## src/two_wire_pkg.sv

```systemverilog
// Shared constants of the two-wire target and initiator channels
package two_wire_pkg;
    // Target bus address bytes after reset
    localparam logic [7:0] TGT_WR_ADDR = 8'h76;
    localparam logic [7:0] TGT_RD_ADDR = 8'h77;
    // System register offsets seen by the target channel
    localparam logic [15:0] DEV_ADDR_REG = 16'h4006;
    localparam logic [15:0] CODE_ADDR_HI_REG = 16'h4024;
    localparam logic [15:0] CODE_ADDR_LO_REG = 16'h4025;
    localparam logic [15:0] CODE_DATA_REG = 16'h4026;
    localparam logic [7:0] SYS_PAGE = 8'h40;
    // Transfer limits of the initiator
    localparam logic [2:0] MAX_WR_BYTES = 3'h5;
    localparam logic [2:0] MAX_RD_BYTES = 3'h2;
    // Initiator bus clock timing
    localparam int CLK_PERIOD_NS = 8;
    localparam int SCL_PERIOD_NS = 10000;
    localparam int SCL_QUARTER_CYC = SCL_PERIOD_NS / (4 * CLK_PERIOD_NS);
    localparam logic [8:0] QTR_LAST = 9'(SCL_QUARTER_CYC - 1);
    // Target channel states
    typedef enum logic [5:0] {
        T_IDLE = 6'h01, T_RX = 6'h02, T_DEC = 6'h04,
        T_ACK = 6'h08, T_TX = 6'h10, T_HACK = 6'h20
    } tgt_state_t;
    // Initiator channel states
    typedef enum logic [3:0] {
        M_IDLE = 4'h1, M_START = 4'h2, M_BIT = 4'h4, M_STOP = 4'h8
    } ini_state_t;
endpackage

```

## src/two_wire_port.sv

```systemverilog
// Two-wire port: target channel logic and the initiator instance
// How it works
// - Target answers write address 0x76 and read address 0x77 after reset.
// - Controller changes the target address by writing register 0x4006.
// - Idle bus: both lines left high by every party.
// - Start is data falling with clock high; stop is data rising.
// - Eight-bit words; target drives low acknowledge, nine clocks per word.
// - Initiator has its own clock and data pins.
// - Initiator writes address, index, data; checks acks; at most five data bytes.
// - Random read uses dummy index write; setting picks stop or repeated start.
// - Initiator reads at most two bytes per transfer.
// - Index increments after each byte; host sets index by dummy write.
// - Target has its own pins and reaches only system registers.
// - Target accepts a transfer only when the bus address matches.
// - Program bytes go one at a time; controller held in reset meanwhile.
// - Sequential read returns successive indexes with no byte limit.
`timescale 1ns/10ps
module two_wire_port (
    input wire logic ref_clk,
    input wire logic reset_n,
    input wire logic sclSIn,
    input wire logic sdaSIn,
    output logic sdaSOut,
    output logic sdaSOe,
    output logic [15:0] regAddr,
    output logic regWrEn,
    output logic [7:0] regWrData,
    output logic regRdEn,
    input wire logic [7:0] regRdData,
    input wire logic mcuWrEn,
    input wire logic [15:0] mcuAddr,
    input wire logic [7:0] mcuWrData,
    output logic [6:0] tgtDevAddr,
    output logic codeWrEn,
    output logic [15:0] codeWrAddr,
    output logic [7:0] codeWrData,
    output logic mcuHoldReset,
    input wire logic cmdValid,
    output logic cmdReady,
    input wire logic cmdRead,
    input wire logic cmdRestart,
    input wire logic [6:0] cmdDev,
    input wire logic [7:0] cmdIndex,
    input wire logic [2:0] cmdLen,
    input wire logic [39:0] cmdData,
    output logic donePulse,
    output logic ackErr,
    output logic [15:0] rdData,
    input wire logic sclMIn,
    output logic sclMOut,
    output logic sclMOe,
    input wire logic sdaMIn,
    output logic sdaMOut,
    output logic sdaMOe
);
    two_wire_pkg::tgt_state_t st_q, st_d;
    logic [2:0] bitCnt_q, bitCnt_d;
    logic [1:0] byteNum_q, byteNum_d;
    logic [7:0] sh_q, sh_d, wrData_q, wrData_d;
    logic [15:0] index_q, index_d, codeAddr_q, codeAddr_d;
    logic [6:0] devAddr_q, devAddr_d;
    logic rdMode_q, rdMode_d, oe_q, oe_d, hold_q, hold_d, inc_q, inc_d;
    logic wrEn_q, wrEn_d, rdEn_q, rdEn_d, codeEn_q, codeEn_d;
    logic sclS1_q, sclS2_q, sclS3_q, sdaS1_q, sdaS2_q, sdaS3_q;
    logic sclRise, sclFall, startDet, stopDet;

    // Only the system register page is reachable from the target pins
    function automatic logic inSys(input logic [15:0] idx);
        inSys = (idx[15:8] == two_wire_pkg::SYS_PAGE);
    endfunction

    // Edge and condition detection on the second and third sync stages
    assign sclRise = sclS2_q & ~sclS3_q;
    assign sclFall = ~sclS2_q & sclS3_q;
    assign startDet = sclS2_q & sclS3_q & sdaS3_q & ~sdaS2_q;
    assign stopDet = sclS2_q & sclS3_q & ~sdaS3_q & sdaS2_q;

    // Open drain data pin; clock is input only on this channel
    assign sdaSOut = 1'b0;
    assign sdaSOe = oe_q;
    assign regAddr = index_q;
    assign regWrEn = wrEn_q;
    assign regWrData = wrData_q;
    assign regRdEn = rdEn_q;
    assign tgtDevAddr = devAddr_q;
    assign codeWrEn = codeEn_q;
    assign codeWrAddr = codeAddr_q;
    assign codeWrData = wrData_q;
    assign mcuHoldReset = hold_q;

    // Target channel next state
    always_comb begin
        st_d = st_q; bitCnt_d = bitCnt_q; byteNum_d = byteNum_q; sh_d = sh_q;
        wrData_d = wrData_q; index_d = index_q; codeAddr_d = codeAddr_q;
        devAddr_d = devAddr_q; rdMode_d = rdMode_q; oe_d = oe_q; hold_d = hold_q;
        inc_d = 1'b0; wrEn_d = 1'b0; rdEn_d = 1'b0; codeEn_d = 1'b0;
        // Controller write to the address register
        if (mcuWrEn && mcuAddr == two_wire_pkg::DEV_ADDR_REG) devAddr_d = mcuWrData[7:1];
        // Index steps after the byte has been used, so strobes see it stable
        if (inc_q) index_d = index_q + 16'h0001;
        if (codeEn_q) codeAddr_d = codeAddr_q + 16'h0001;
        if (stopDet) begin
            st_d = two_wire_pkg::T_IDLE; oe_d = 1'b0; hold_d = 1'b0;
        end else if (startDet) begin
            // Repeated start lands here too
            st_d = two_wire_pkg::T_RX; bitCnt_d = 3'h0; byteNum_d = 2'h0; oe_d = 1'b0;
        end else begin
            case (st_q)
                two_wire_pkg::T_IDLE: oe_d = 1'b0;
                two_wire_pkg::T_RX: if (sclRise) begin
                    sh_d = {sh_q[6:0], sdaS2_q};
                    bitCnt_d = bitCnt_q + 3'h1;
                    if (bitCnt_q == 3'h7) st_d = two_wire_pkg::T_DEC;
                end
                two_wire_pkg::T_DEC: if (sclFall) begin
                    st_d = two_wire_pkg::T_ACK;
                    oe_d = 1'b1;
                    byteNum_d = (byteNum_q == 2'h3) ? 2'h3 : byteNum_q + 2'h1;
                    case (byteNum_q)
                        2'h0: begin
                            // Silent unless the address is ours
                            rdMode_d = sh_q[0];
                            if (sh_q[7:1] != devAddr_q) begin
                                st_d = two_wire_pkg::T_IDLE; oe_d = 1'b0;
                            end
                        end
                        2'h1: index_d[15:8] = sh_q;
                        2'h2: index_d[7:0] = sh_q;
                        default: begin
                            wrData_d = sh_q; inc_d = 1'b1;
                            wrEn_d = inSys(index_q);
                            // Download path into code memory
                            if (index_q == two_wire_pkg::CODE_ADDR_HI_REG) begin
                                codeAddr_d[15:8] = sh_q; hold_d = 1'b1;
                            end
                            if (index_q == two_wire_pkg::CODE_ADDR_LO_REG) begin
                                codeAddr_d[7:0] = sh_q; hold_d = 1'b1;
                            end
                            if (index_q == two_wire_pkg::CODE_DATA_REG) begin
                                codeEn_d = 1'b1; hold_d = 1'b1;
                            end
                        end
                    endcase
                end
                two_wire_pkg::T_ACK: if (sclFall) begin
                    oe_d = 1'b0; bitCnt_d = 3'h0;
                    st_d = two_wire_pkg::T_RX;
                    if (rdMode_q) begin
                        // Load next byte; no count limit on reads
                        sh_d = inSys(index_q) ? regRdData : 8'h00;
                        oe_d = inSys(index_q) ? ~regRdData[7] : 1'b1;
                        rdEn_d = inSys(index_q);
                        inc_d = 1'b1;
                        st_d = two_wire_pkg::T_TX;
                    end
                end
                two_wire_pkg::T_TX: if (sclFall) begin
                    bitCnt_d = bitCnt_q + 3'h1;
                    sh_d = {sh_q[6:0], 1'b0};
                    oe_d = ~sh_q[6];
                    if (bitCnt_q == 3'h7) begin
                        oe_d = 1'b0; st_d = two_wire_pkg::T_HACK;
                    end
                end
                two_wire_pkg::T_HACK: if (sclRise) begin
                    // No acknowledge from host ends the read
                    st_d = sdaS2_q ? two_wire_pkg::T_IDLE : two_wire_pkg::T_ACK;
                end
                default: st_d = two_wire_pkg::T_IDLE;
            endcase
        end
    end

    // Target registers; pins pass two flops before any logic
    always_ff @(posedge ref_clk or negedge reset_n) begin
        if (!reset_n) begin
            st_q <= two_wire_pkg::T_IDLE; bitCnt_q <= 3'h0; byteNum_q <= 2'h0;
            sh_q <= 8'h00; wrData_q <= 8'h00; index_q <= 16'h0000;
            codeAddr_q <= 16'h0000; devAddr_q <= two_wire_pkg::TGT_WR_ADDR[7:1];
            rdMode_q <= 1'b0; oe_q <= 1'b0; hold_q <= 1'b0; inc_q <= 1'b0;
            wrEn_q <= 1'b0; rdEn_q <= 1'b0; codeEn_q <= 1'b0;
            sclS1_q <= 1'b1; sclS2_q <= 1'b1; sclS3_q <= 1'b1;
            sdaS1_q <= 1'b1; sdaS2_q <= 1'b1; sdaS3_q <= 1'b1;
        end else begin
            st_q <= st_d; bitCnt_q <= bitCnt_d; byteNum_q <= byteNum_d;
            sh_q <= sh_d; wrData_q <= wrData_d; index_q <= index_d;
            codeAddr_q <= codeAddr_d; devAddr_q <= devAddr_d;
            rdMode_q <= rdMode_d; oe_q <= oe_d; hold_q <= hold_d; inc_q <= inc_d;
            wrEn_q <= wrEn_d; rdEn_q <= rdEn_d; codeEn_q <= codeEn_d;
            sclS1_q <= sclSIn; sclS2_q <= sclS1_q; sclS3_q <= sclS2_q;
            sdaS1_q <= sdaSIn; sdaS2_q <= sdaS1_q; sdaS3_q <= sdaS2_q;
        end
    end

    // Initiator on its own pins
    two_wire_initiator u_initiator (
        .ref_clk(ref_clk), .reset_n(reset_n), .cmdValid(cmdValid), .cmdReady(cmdReady),
        .cmdRead(cmdRead), .cmdRestart(cmdRestart), .cmdDev(cmdDev),
        .cmdIndex(cmdIndex), .cmdLen(cmdLen), .cmdData(cmdData),
        .donePulse(donePulse), .ackErr(ackErr), .rdData(rdData),
        .sclMIn(sclMIn), .sclMOut(sclMOut), .sclMOe(sclMOe),
        .sdaMIn(sdaMIn), .sdaMOut(sdaMOut), .sdaMOe(sdaMOe)
    );

    chk_idle_release: assert property (@(posedge ref_clk) disable iff (!reset_n)
        st_q == two_wire_pkg::T_IDLE |-> !sdaSOe)
        else $error("target drives data while idle");
    chk_start_restart: assert property (@(posedge ref_clk) disable iff (!reset_n)
        startDet && !stopDet |=> st_q == two_wire_pkg::T_RX && bitCnt_q == 3'h0)
        else $error("start not followed by address reception");
    chk_ack_low: assert property (@(posedge ref_clk) disable iff (!reset_n)
        st_q == two_wire_pkg::T_DEC && sclFall && byteNum_q != 2'h0 && !startDet && !stopDet
        |=> sdaSOe)
        else $error("target did not acknowledge a word");
    chk_addr_match: assert property (@(posedge ref_clk) disable iff (!reset_n)
        st_q == two_wire_pkg::T_DEC && sclFall && byteNum_q == 2'h0 && !startDet && !stopDet
        && sh_q[7:1] != devAddr_q |=> st_q == two_wire_pkg::T_IDLE && !sdaSOe)
        else $error("target answered a foreign address");
    chk_index_step: assert property (@(posedge ref_clk) disable iff (!reset_n)
        regWrEn ##1 !startDet |-> index_q == $past(index_q) + 16'h0001)
        else $error("index did not step after a byte");
    chk_hold_during: assert property (@(posedge ref_clk) disable iff (!reset_n)
        codeWrEn |-> mcuHoldReset)
        else $error("code write while controller runs");
    chk_addr_reg: assert property (@(posedge ref_clk) disable iff (!reset_n)
        mcuWrEn && mcuAddr == two_wire_pkg::DEV_ADDR_REG
        |=> {devAddr_q, 1'b0} == ($past(mcuWrData) & 8'hfe))
        else $error("address register write lost");
    chk_sys_only: assert property (@(posedge ref_clk) disable iff (!reset_n)
        regWrEn || regRdEn |-> regAddr[15:8] == two_wire_pkg::SYS_PAGE)
        else $error("access outside system registers");
endmodule

```

## src/two_wire_initiator.sv

```systemverilog
// Initiator channel: writes up to five bytes, reads up to two
`timescale 1ns/10ps
module two_wire_initiator (
    input wire logic ref_clk,
    input wire logic reset_n,
    input wire logic cmdValid,
    output logic cmdReady,
    input wire logic cmdRead,
    input wire logic cmdRestart,
    input wire logic [6:0] cmdDev,
    input wire logic [7:0] cmdIndex,
    input wire logic [2:0] cmdLen,
    input wire logic [39:0] cmdData,
    output logic donePulse,
    output logic ackErr,
    output logic [15:0] rdData,
    input wire logic sclMIn,
    output logic sclMOut,
    output logic sclMOe,
    input wire logic sdaMIn,
    output logic sdaMOut,
    output logic sdaMOe
);
    two_wire_pkg::ini_state_t st_q, st_d;
    logic [8:0] qCnt_q, qCnt_d;
    logic [1:0] ph_q, ph_d;
    logic [3:0] bit_q, bit_d;
    logic [2:0] byte_q, byte_d, len_q, len_d;
    logic [6:0] dev_q, dev_d;
    logic [7:0] idx_q, idx_d, sh_q, sh_d;
    logic [39:0] dat_q, dat_d;
    logic [15:0] rd_q, rd_d;
    logic isRd_q, isRd_d, rst_q, rst_d, part2_q, part2_d, pend_q, pend_d;
    logic scl_q, scl_d, sda_q, sda_d, err_q, err_d, done_q, done_d, nack_q, nack_d;
    logic sclS1_q, sclS2_q, sdaS1_q, sdaS2_q;
    logic tick, recv, last;

    // Byte to send for a given position of the transfer
    function automatic logic [7:0] txByte(input logic [2:0] n, input logic p2,
            input logic [6:0] dv, input logic [7:0] ix, input logic [39:0] dt);
        if (p2 || n == 3'h0) begin
            txByte = {dv, p2};
        end else if (n == 3'h1) begin
            txByte = ix;
        end else begin
            txByte = dt[8*(n-3'h2) +: 8];
        end
    endfunction

    assign tick = (qCnt_q == two_wire_pkg::QTR_LAST);
    assign recv = part2_q && byte_q != 3'h0;
    assign last = part2_q ? (byte_q == len_q) : (isRd_q ? byte_q == 3'h1 : byte_q == len_q + 3'h1);
    // Open drain: drive only low, separate pins from the target
    assign sclMOut = 1'b0;
    assign sdaMOut = 1'b0;
    assign sclMOe = ~scl_q;
    assign sdaMOe = ~sda_q;
    assign cmdReady = (st_q == two_wire_pkg::M_IDLE);
    assign donePulse = done_q;
    assign ackErr = err_q;
    assign rdData = rd_q;

    // Bit sequencer, quarter-period phases
    always_comb begin
        st_d = st_q; qCnt_d = tick ? 9'h0 : qCnt_q + 9'h1; ph_d = ph_q;
        bit_d = bit_q; byte_d = byte_q; len_d = len_q; dev_d = dev_q; idx_d = idx_q;
        sh_d = sh_q; dat_d = dat_q; rd_d = rd_q; isRd_d = isRd_q; rst_d = rst_q;
        part2_d = part2_q; pend_d = pend_q; scl_d = scl_q; sda_d = sda_q;
        err_d = err_q; done_d = 1'b0; nack_d = nack_q;
        case (st_q)
            two_wire_pkg::M_IDLE: begin
                qCnt_d = 9'h0; ph_d = 2'h0; scl_d = 1'b1; sda_d = 1'b1;
                if (cmdValid) begin
                    // Clamp burst to the channel limits
                    if (cmdRead) begin
                        len_d = (cmdLen > two_wire_pkg::MAX_RD_BYTES) ?
                            two_wire_pkg::MAX_RD_BYTES : cmdLen;
                    end else begin
                        len_d = (cmdLen > two_wire_pkg::MAX_WR_BYTES) ?
                            two_wire_pkg::MAX_WR_BYTES : cmdLen;
                    end
                    if (cmdLen == 3'h0) len_d = 3'h1;
                    dev_d = cmdDev; idx_d = cmdIndex; dat_d = cmdData;
                    isRd_d = cmdRead; rst_d = cmdRestart; part2_d = 1'b0;
                    pend_d = 1'b0; err_d = 1'b0; nack_d = 1'b0;
                    st_d = two_wire_pkg::M_START;
                end
            end
            two_wire_pkg::M_START: if (tick) begin
                // Data falls while the clock is high
                ph_d = ph_q + 2'h1;
                case (ph_q)
                    2'h0: sda_d = 1'b1;
                    2'h1: scl_d = 1'b1;
                    2'h2: sda_d = 1'b0;
                    default: begin
                        scl_d = 1'b0; ph_d = 2'h0; bit_d = 4'h0; byte_d = 3'h0;
                        sh_d = txByte(3'h0, part2_q, dev_q, idx_q, dat_q);
                        st_d = two_wire_pkg::M_BIT;
                    end
                endcase
            end
            two_wire_pkg::M_BIT: begin
                // Stretched clock holds the high phase
                if (ph_q == 2'h2 && !sclS2_q) qCnt_d = 9'h0;
                if (tick) begin
                    ph_d = ph_q + 2'h1;
                    case (ph_q)
                        2'h0: sda_d = (bit_q == 4'h8) ? (recv ? last : 1'b1) :
                            (recv ? 1'b1 : sh_q[7]);
                        2'h1: scl_d = 1'b1;
                        2'h2: begin
                            if (bit_q != 4'h8) sh_d = {sh_q[6:0], sdaS2_q};
                            else if (!recv && sdaS2_q) nack_d = 1'b1;
                        end
                        default: begin
                            scl_d = 1'b0; bit_d = bit_q + 4'h1;
                            if (bit_q == 4'h8) begin
                                bit_d = 4'h0;
                                if (recv) rd_d = {rd_q[7:0], sh_q};
                                if (nack_q) begin
                                    err_d = 1'b1; pend_d = 1'b0; st_d = two_wire_pkg::M_STOP;
                                end else if (last && isRd_q && !part2_q) begin
                                    // Dummy write done: restart or stop first
                                    part2_d = 1'b1;
                                    pend_d = ~rst_q;
                                    st_d = rst_q ? two_wire_pkg::M_START : two_wire_pkg::M_STOP;
                                end else if (last) begin
                                    st_d = two_wire_pkg::M_STOP;
                                end else begin
                                    byte_d = byte_q + 3'h1;
                                    sh_d = txByte(byte_q + 3'h1, part2_q, dev_q, idx_q, dat_q);
                                end
                            end
                        end
                    endcase
                end
            end
            two_wire_pkg::M_STOP: if (tick) begin
                // Data rises while the clock is high
                ph_d = ph_q + 2'h1;
                case (ph_q)
                    2'h0: sda_d = 1'b0;
                    2'h1: scl_d = 1'b1;
                    2'h2: sda_d = 1'b1;
                    default: begin
                        ph_d = 2'h0;
                        st_d = pend_q ? two_wire_pkg::M_START : two_wire_pkg::M_IDLE;
                        done_d = ~pend_q; pend_d = 1'b0;
                    end
                endcase
            end
            default: st_d = two_wire_pkg::M_IDLE;
        endcase
    end

    // Registers, pins synchronised by two flops
    always_ff @(posedge ref_clk or negedge reset_n) begin
        if (!reset_n) begin
            st_q <= two_wire_pkg::M_IDLE; qCnt_q <= 9'h0; ph_q <= 2'h0; bit_q <= 4'h0;
            byte_q <= 3'h0; len_q <= 3'h1; dev_q <= 7'h00; idx_q <= 8'h00;
            sh_q <= 8'h00; dat_q <= 40'h0; rd_q <= 16'h0000; isRd_q <= 1'b0;
            rst_q <= 1'b0; part2_q <= 1'b0; pend_q <= 1'b0; scl_q <= 1'b1;
            sda_q <= 1'b1; err_q <= 1'b0; done_q <= 1'b0; nack_q <= 1'b0;
            sclS1_q <= 1'b1; sclS2_q <= 1'b1; sdaS1_q <= 1'b1; sdaS2_q <= 1'b1;
        end else begin
            st_q <= st_d; qCnt_q <= qCnt_d; ph_q <= ph_d; bit_q <= bit_d;
            byte_q <= byte_d; len_q <= len_d; dev_q <= dev_d; idx_q <= idx_d;
            sh_q <= sh_d; dat_q <= dat_d; rd_q <= rd_d; isRd_q <= isRd_d;
            rst_q <= rst_d; part2_q <= part2_d; pend_q <= pend_d; scl_q <= scl_d;
            sda_q <= sda_d; err_q <= err_d; done_q <= done_d; nack_q <= nack_d;
            sclS1_q <= sclMIn; sclS2_q <= sclS1_q; sdaS1_q <= sdaMIn; sdaS2_q <= sdaS1_q;
        end
    end

    chk_idle_lines_high: assert property (@(posedge ref_clk) disable iff (!reset_n)
        st_q == two_wire_pkg::M_IDLE |-> !sclMOe && !sdaMOe)
        else $error("initiator drives a line while idle");
    chk_write_burst_max: assert property (@(posedge ref_clk) disable iff (!reset_n)
        st_q == two_wire_pkg::M_BIT && !isRd_q |-> byte_q <= 3'h6)
        else $error("initiator write exceeds five data bytes");
    chk_read_burst_max: assert property (@(posedge ref_clk) disable iff (!reset_n)
        st_q == two_wire_pkg::M_BIT && part2_q |-> byte_q <= 3'h2)
        else $error("initiator read exceeds two bytes");
endmodule

```

## config.mk

```make
export PLATFORM = sky130hd
export DESIGN_NAME = two_wire_port
export DESIGN_NICKNAME = d
export VERILOG_FILES = /design/src/two_wire_pkg.sv /design/src/two_wire_port.sv /design/src/two_wire_initiator.sv
export SDC_FILE = /design/constraint.sdc
export NUM_CORES = 1
export LEC_CHECK = 0
export BUFFER_PORTS_ARGS = -buffer_cell sky130_fd_sc_hd__buf_2
export CAP_MARGIN = 20
export CORE_ASPECT_RATIO = 0.75
export CORE_MARGIN = 4
export CORE_UTILIZATION = 60
export CTS_CLUSTER_DIAMETER = 30
export DETAILED_ROUTE_END_ITERATION = 10
export GPL_TIMING_DRIVEN = 1
export PLACE_DENSITY = 0.85
export SYNTH_ARGS = -nofsm -noshare
export SYNTH_HDL_FRONTEND = slang
export SYNTH_HIERARCHICAL = 1
export SYNTH_SLANG_ARGS = --single-unit
```

## constraint.sdc

```tcl
create_clock -name ref_clk -period 4.38 [get_ports ref_clk]
set_input_delay 0.657 -clock ref_clk [delete_from_list [all_inputs] [get_ports ref_clk]]
set_output_delay 0.657 -clock ref_clk [all_outputs]
set_load 0.02 [all_outputs]
```

==> results_dict.tcl <==
set metrics [dict create \
    ys_types 87 \
    grt_max_degree 105 \
    post-route-period-util 0.854 \
    crit_type "reg -> reg" \
    wl_um 25600 \
    grt_pass1_vias 7808 \
    tritoncts "yes" \
    synthToLayoutAreaGrowth_pct 13.7 \
    synth_common_cells "dfrtp_1, mux2_2, nor2_1, a21oi_1, nand2_1" \
    crit_required_ns 4.69 \
    cp.buffers_inverters 2 \
    hold_violations 0 \
    wl_met1_um 11600 \
    syn_inst 970 \
    core_area_um2 16900 \
    crit_family "adder cells" \
    fillers 1245 \
    clk_latency_ns 0.43 \
    post-cts-setup-buffers 0 \
    cp_cell_sequence "inv_2 -> ha_1 -> inv_1 -> ha_1 -> nor2b_1 -> a211oi_1 -> o21ai_0 -> a21oi_1 -> mux2_2" \
    synthTopCellsByArea "dfrtp_1, mux2_2, dfstp_2, a21oi_1, nor2_1" \
    power_density_nw_per_um2 441 \
    yosys_most_used_dff "dfrtp_1" \
    netlist_area_um2 10300 \
    ir_drop_uv 405 \
    grt_overflow 0 \
    postRouteAntennaNets 0 \
    layout.nets 1232 \
    drive_gt1_frac 0.322 \
    met2_length_um 11500 \
    synth_edf_count 0 \
    vias 8099 \
    start_util 0.613 \
    rsz0062_at_grt "no" \
    firstDrtPassIters 5 \
    fin_crit_ns 3.74 \
    drv_cap 0 \
    utilization 0.697 \
    cts_hold_buffers 0 \
    drc 0 \
    cp_max_fo 24 \
    ys_seq_elements 196 \
    worst_pin_slew_ns 0.989 \
    top_layer "met5" \
    grt_util_all_layers 0.262 \
    cp.arrival_ns 4.05 \
    timing.fmax_mhz 267 \
    synth-async-reset-ratio 1.00 \
    grt_pass1_wl_um 41000 \
    die_w_um 160 \
    end_kind "register" \
    routed-wl-met3_um 2190 \
    yosysSeqAreaShare 0.476 \
    clock_path_buffers 2 \
    clk_pin_slew_ns 0.07 \
    fp-row-count 41 \
    root_buffer "clkbuf_16" \
    clock_skew_ns 0.0135 \
    avgSynthCellArea_um2 10.7 \
    slowest_stage "dfrtp_1" \
    ff_latch_area_um2 4930 \
    multi_input_area_um2 4960 \
    postCtsResizedCells 0 \
    clock-sinks 196 \
    io_buffers 179 \
    io_pins 184 \
    synth_top_area_share 0.426 \
    htreeDepth 4 \
    hpwl_um 18500 \
    leakagePower_nw 5.38 \
    crit_path_max_incr_delay_ns 0.95 \
    synth_top_area_cell "dfrtp_1" \
    drtIter0Drc 768 \
    antenna_found_initial 2 \
    status "completed" \
    routedWlPerCell_um 19.1 \
    place_inst 1308 \
    routed_via_density 6.04 \
    setup_viol 0 \
    slew_viol_final 0 \
    cp_common_cell "ha_1" \
    gp_congestion 0.942 \
    synth_warnings 6 \
    critPathLaunchType "register" \
    final_cell_count_no_fill 1341 \
    tns_ns 0 \
    die_area_um2 19400 \
    slew_headroom 0.336 \
    fp.dieH_um 122 \
    hold_class "in -> async" \
    cts_buffers 17 \
    synth_most_common_cell "dfrtp_1" \
]
==> worst reg2reg max path: stages (launching register included) <==
cell      delay [ns]
dfrtp_1         0.95
inv_2           0.29
ha_1            0.40
inv_1           0.07
ha_1            0.66
nor2b_1         0.52
a211oi_1        0.16
o21ai_0         0.19
a21oi_1         0.12
mux2_2          0.28
==> report_power, final <==
group / internal (mW) / switching, mW
sequential: 2.18 / 0.322
combinational: 0.582 / 0.584
clock: 0.808 / 0.708
==> cell type report <==
class | count | area share
repair buffers | 186 | 0.0813
diodes | 1 | 0.000213
clock buffers | 19 | 0.0376
flip-flops and latches | 196 | 0.419
well taps | 215 | 0.0229
clock inverters | 13 | 0.0105
multi-input cells | 688 | 0.421
inverters | 23 | 0.00734
==> path summary, 6_finish.rpt <==
kind | to | from | cells past startpoint | slack (ns)
setup / recovery | u_initiator/sh_q[1]$_DFFE_PN0P_ | u_initiator/byte_q[0]$_DFFE_PN0P_ | 9 | 0.64
hold / removal | u_initiator/dat_q[29]$_DFFE_PN0P_ | reset_n | 1 | 0.32
min in group ref_clk | u_initiator/sclS1_q$_DFF_PN1_ | sclMIn | 1 | 0.33
max in group asynchronous | codeWrData[3]$_DFFE_PN0P_ | reset_n | 2 | 3.07
hold reg to reg | sdaS2_q$_DFF_PN1_ | sdaS1_q$_DFF_PN1_ | 0 | 0.36
setup reg to reg | u_initiator/sh_q[1]$_DFFE_PN0P_ | u_initiator/byte_q[0]$_DFFE_PN0P_ | 9 | 0.64
==> logic make-up after synthesis <==
| family | count (synthesis) | share of synthesized area |
|---|---|---|
| adders and majority gates | 20 | 0.0242 |
| muxes | 117 | 0.125 |
| xor gates and xnor gates | 50 | 0.0423 |
| AOI/OAI and AO/OA | 194 | 0.121 |
| DFF | 196 | 0.476 |
| buffers and inverters | 87 | 0.0452 |
| other | 2 | 0.000726 |
| and+or+nand+nor | 304 | 0.165 |
==> metrics by stage <==
stage	hold slack, ns	power [mW]	instance area (um2)	setup slack, ns
final	0.319	5.19	11800	0.640
after CTS	0.308	5.20	11800	0.736
after global routing	0.305	5.45	11800	0.444
after detailed placement	0.347	3.68	11200	0.842
after global placement	0.346	3.61	11200	0.955
after floorplan	0.345	3.35	10400	1.73
==> layer usage <==
layer	vias up	global-route usage
li1	3767	-
met1	3943	0.394
met2	354	0.386
met3	33	0.0670
met4	2	0.0580
met5	-	0
==> cells in the final DEF (no fill, tap or decap), types with 4 or more instances in the layout <==
cell type	count
a31oi_1	8
inv_6	4
xnor2_1	24
or3_1	4
and3_1	13
inv_1	21
o21ai_0	29
mux2i_1	18
nor2b_1	11
dfrtp_1	176
nor3_1	14
and2_1	8
clkbuf_16	17
nor4_1	10
nand3b_1	10
nand4_1	15
o2bb2ai_1	5
a21boi_0	7
o211ai_1	7
ha_1	20
xor2_1	26
a21oi_1	73
o21a_1	4
nand2b_1	18
o22ai_1	12
a22oi_1	8
a211oi_1	10
buf_2	178
nor2_1	80
o31ai_1	8
nand3_1	26
dfstp_2	20
buf_4	7
nand2_1	53
mux2_2	98
==> sequential cells by signal, summed over array words and instances, names as in the netlist, 2 cells and up <==
| register | cells |
|---|---|
| u_initiator/len_q | 3 |
| u_initiator/sh_q | 8 |
| u_initiator/rdData | 16 |
| u_initiator/qCnt_q | 9 |
| u_initiator/st_q | 4 |
| byteNum_q | 2 |
| u_initiator/dev_q | 7 |
| u_initiator/byte_q | 3 |
| codeWrAddr | 16 |
| bitCnt_q | 3 |
| u_initiator/dat_q | 40 |
| regAddr | 16 |
| st_q | 6 |
| sh_q | 8 |
| u_initiator/bit_q | 4 |
| codeWrData | 8 |
| u_initiator/ph_q | 2 |
| tgtDevAddr | 7 |
| u_initiator/idx_q | 8 |
Power figures use the tool's default switching activity.
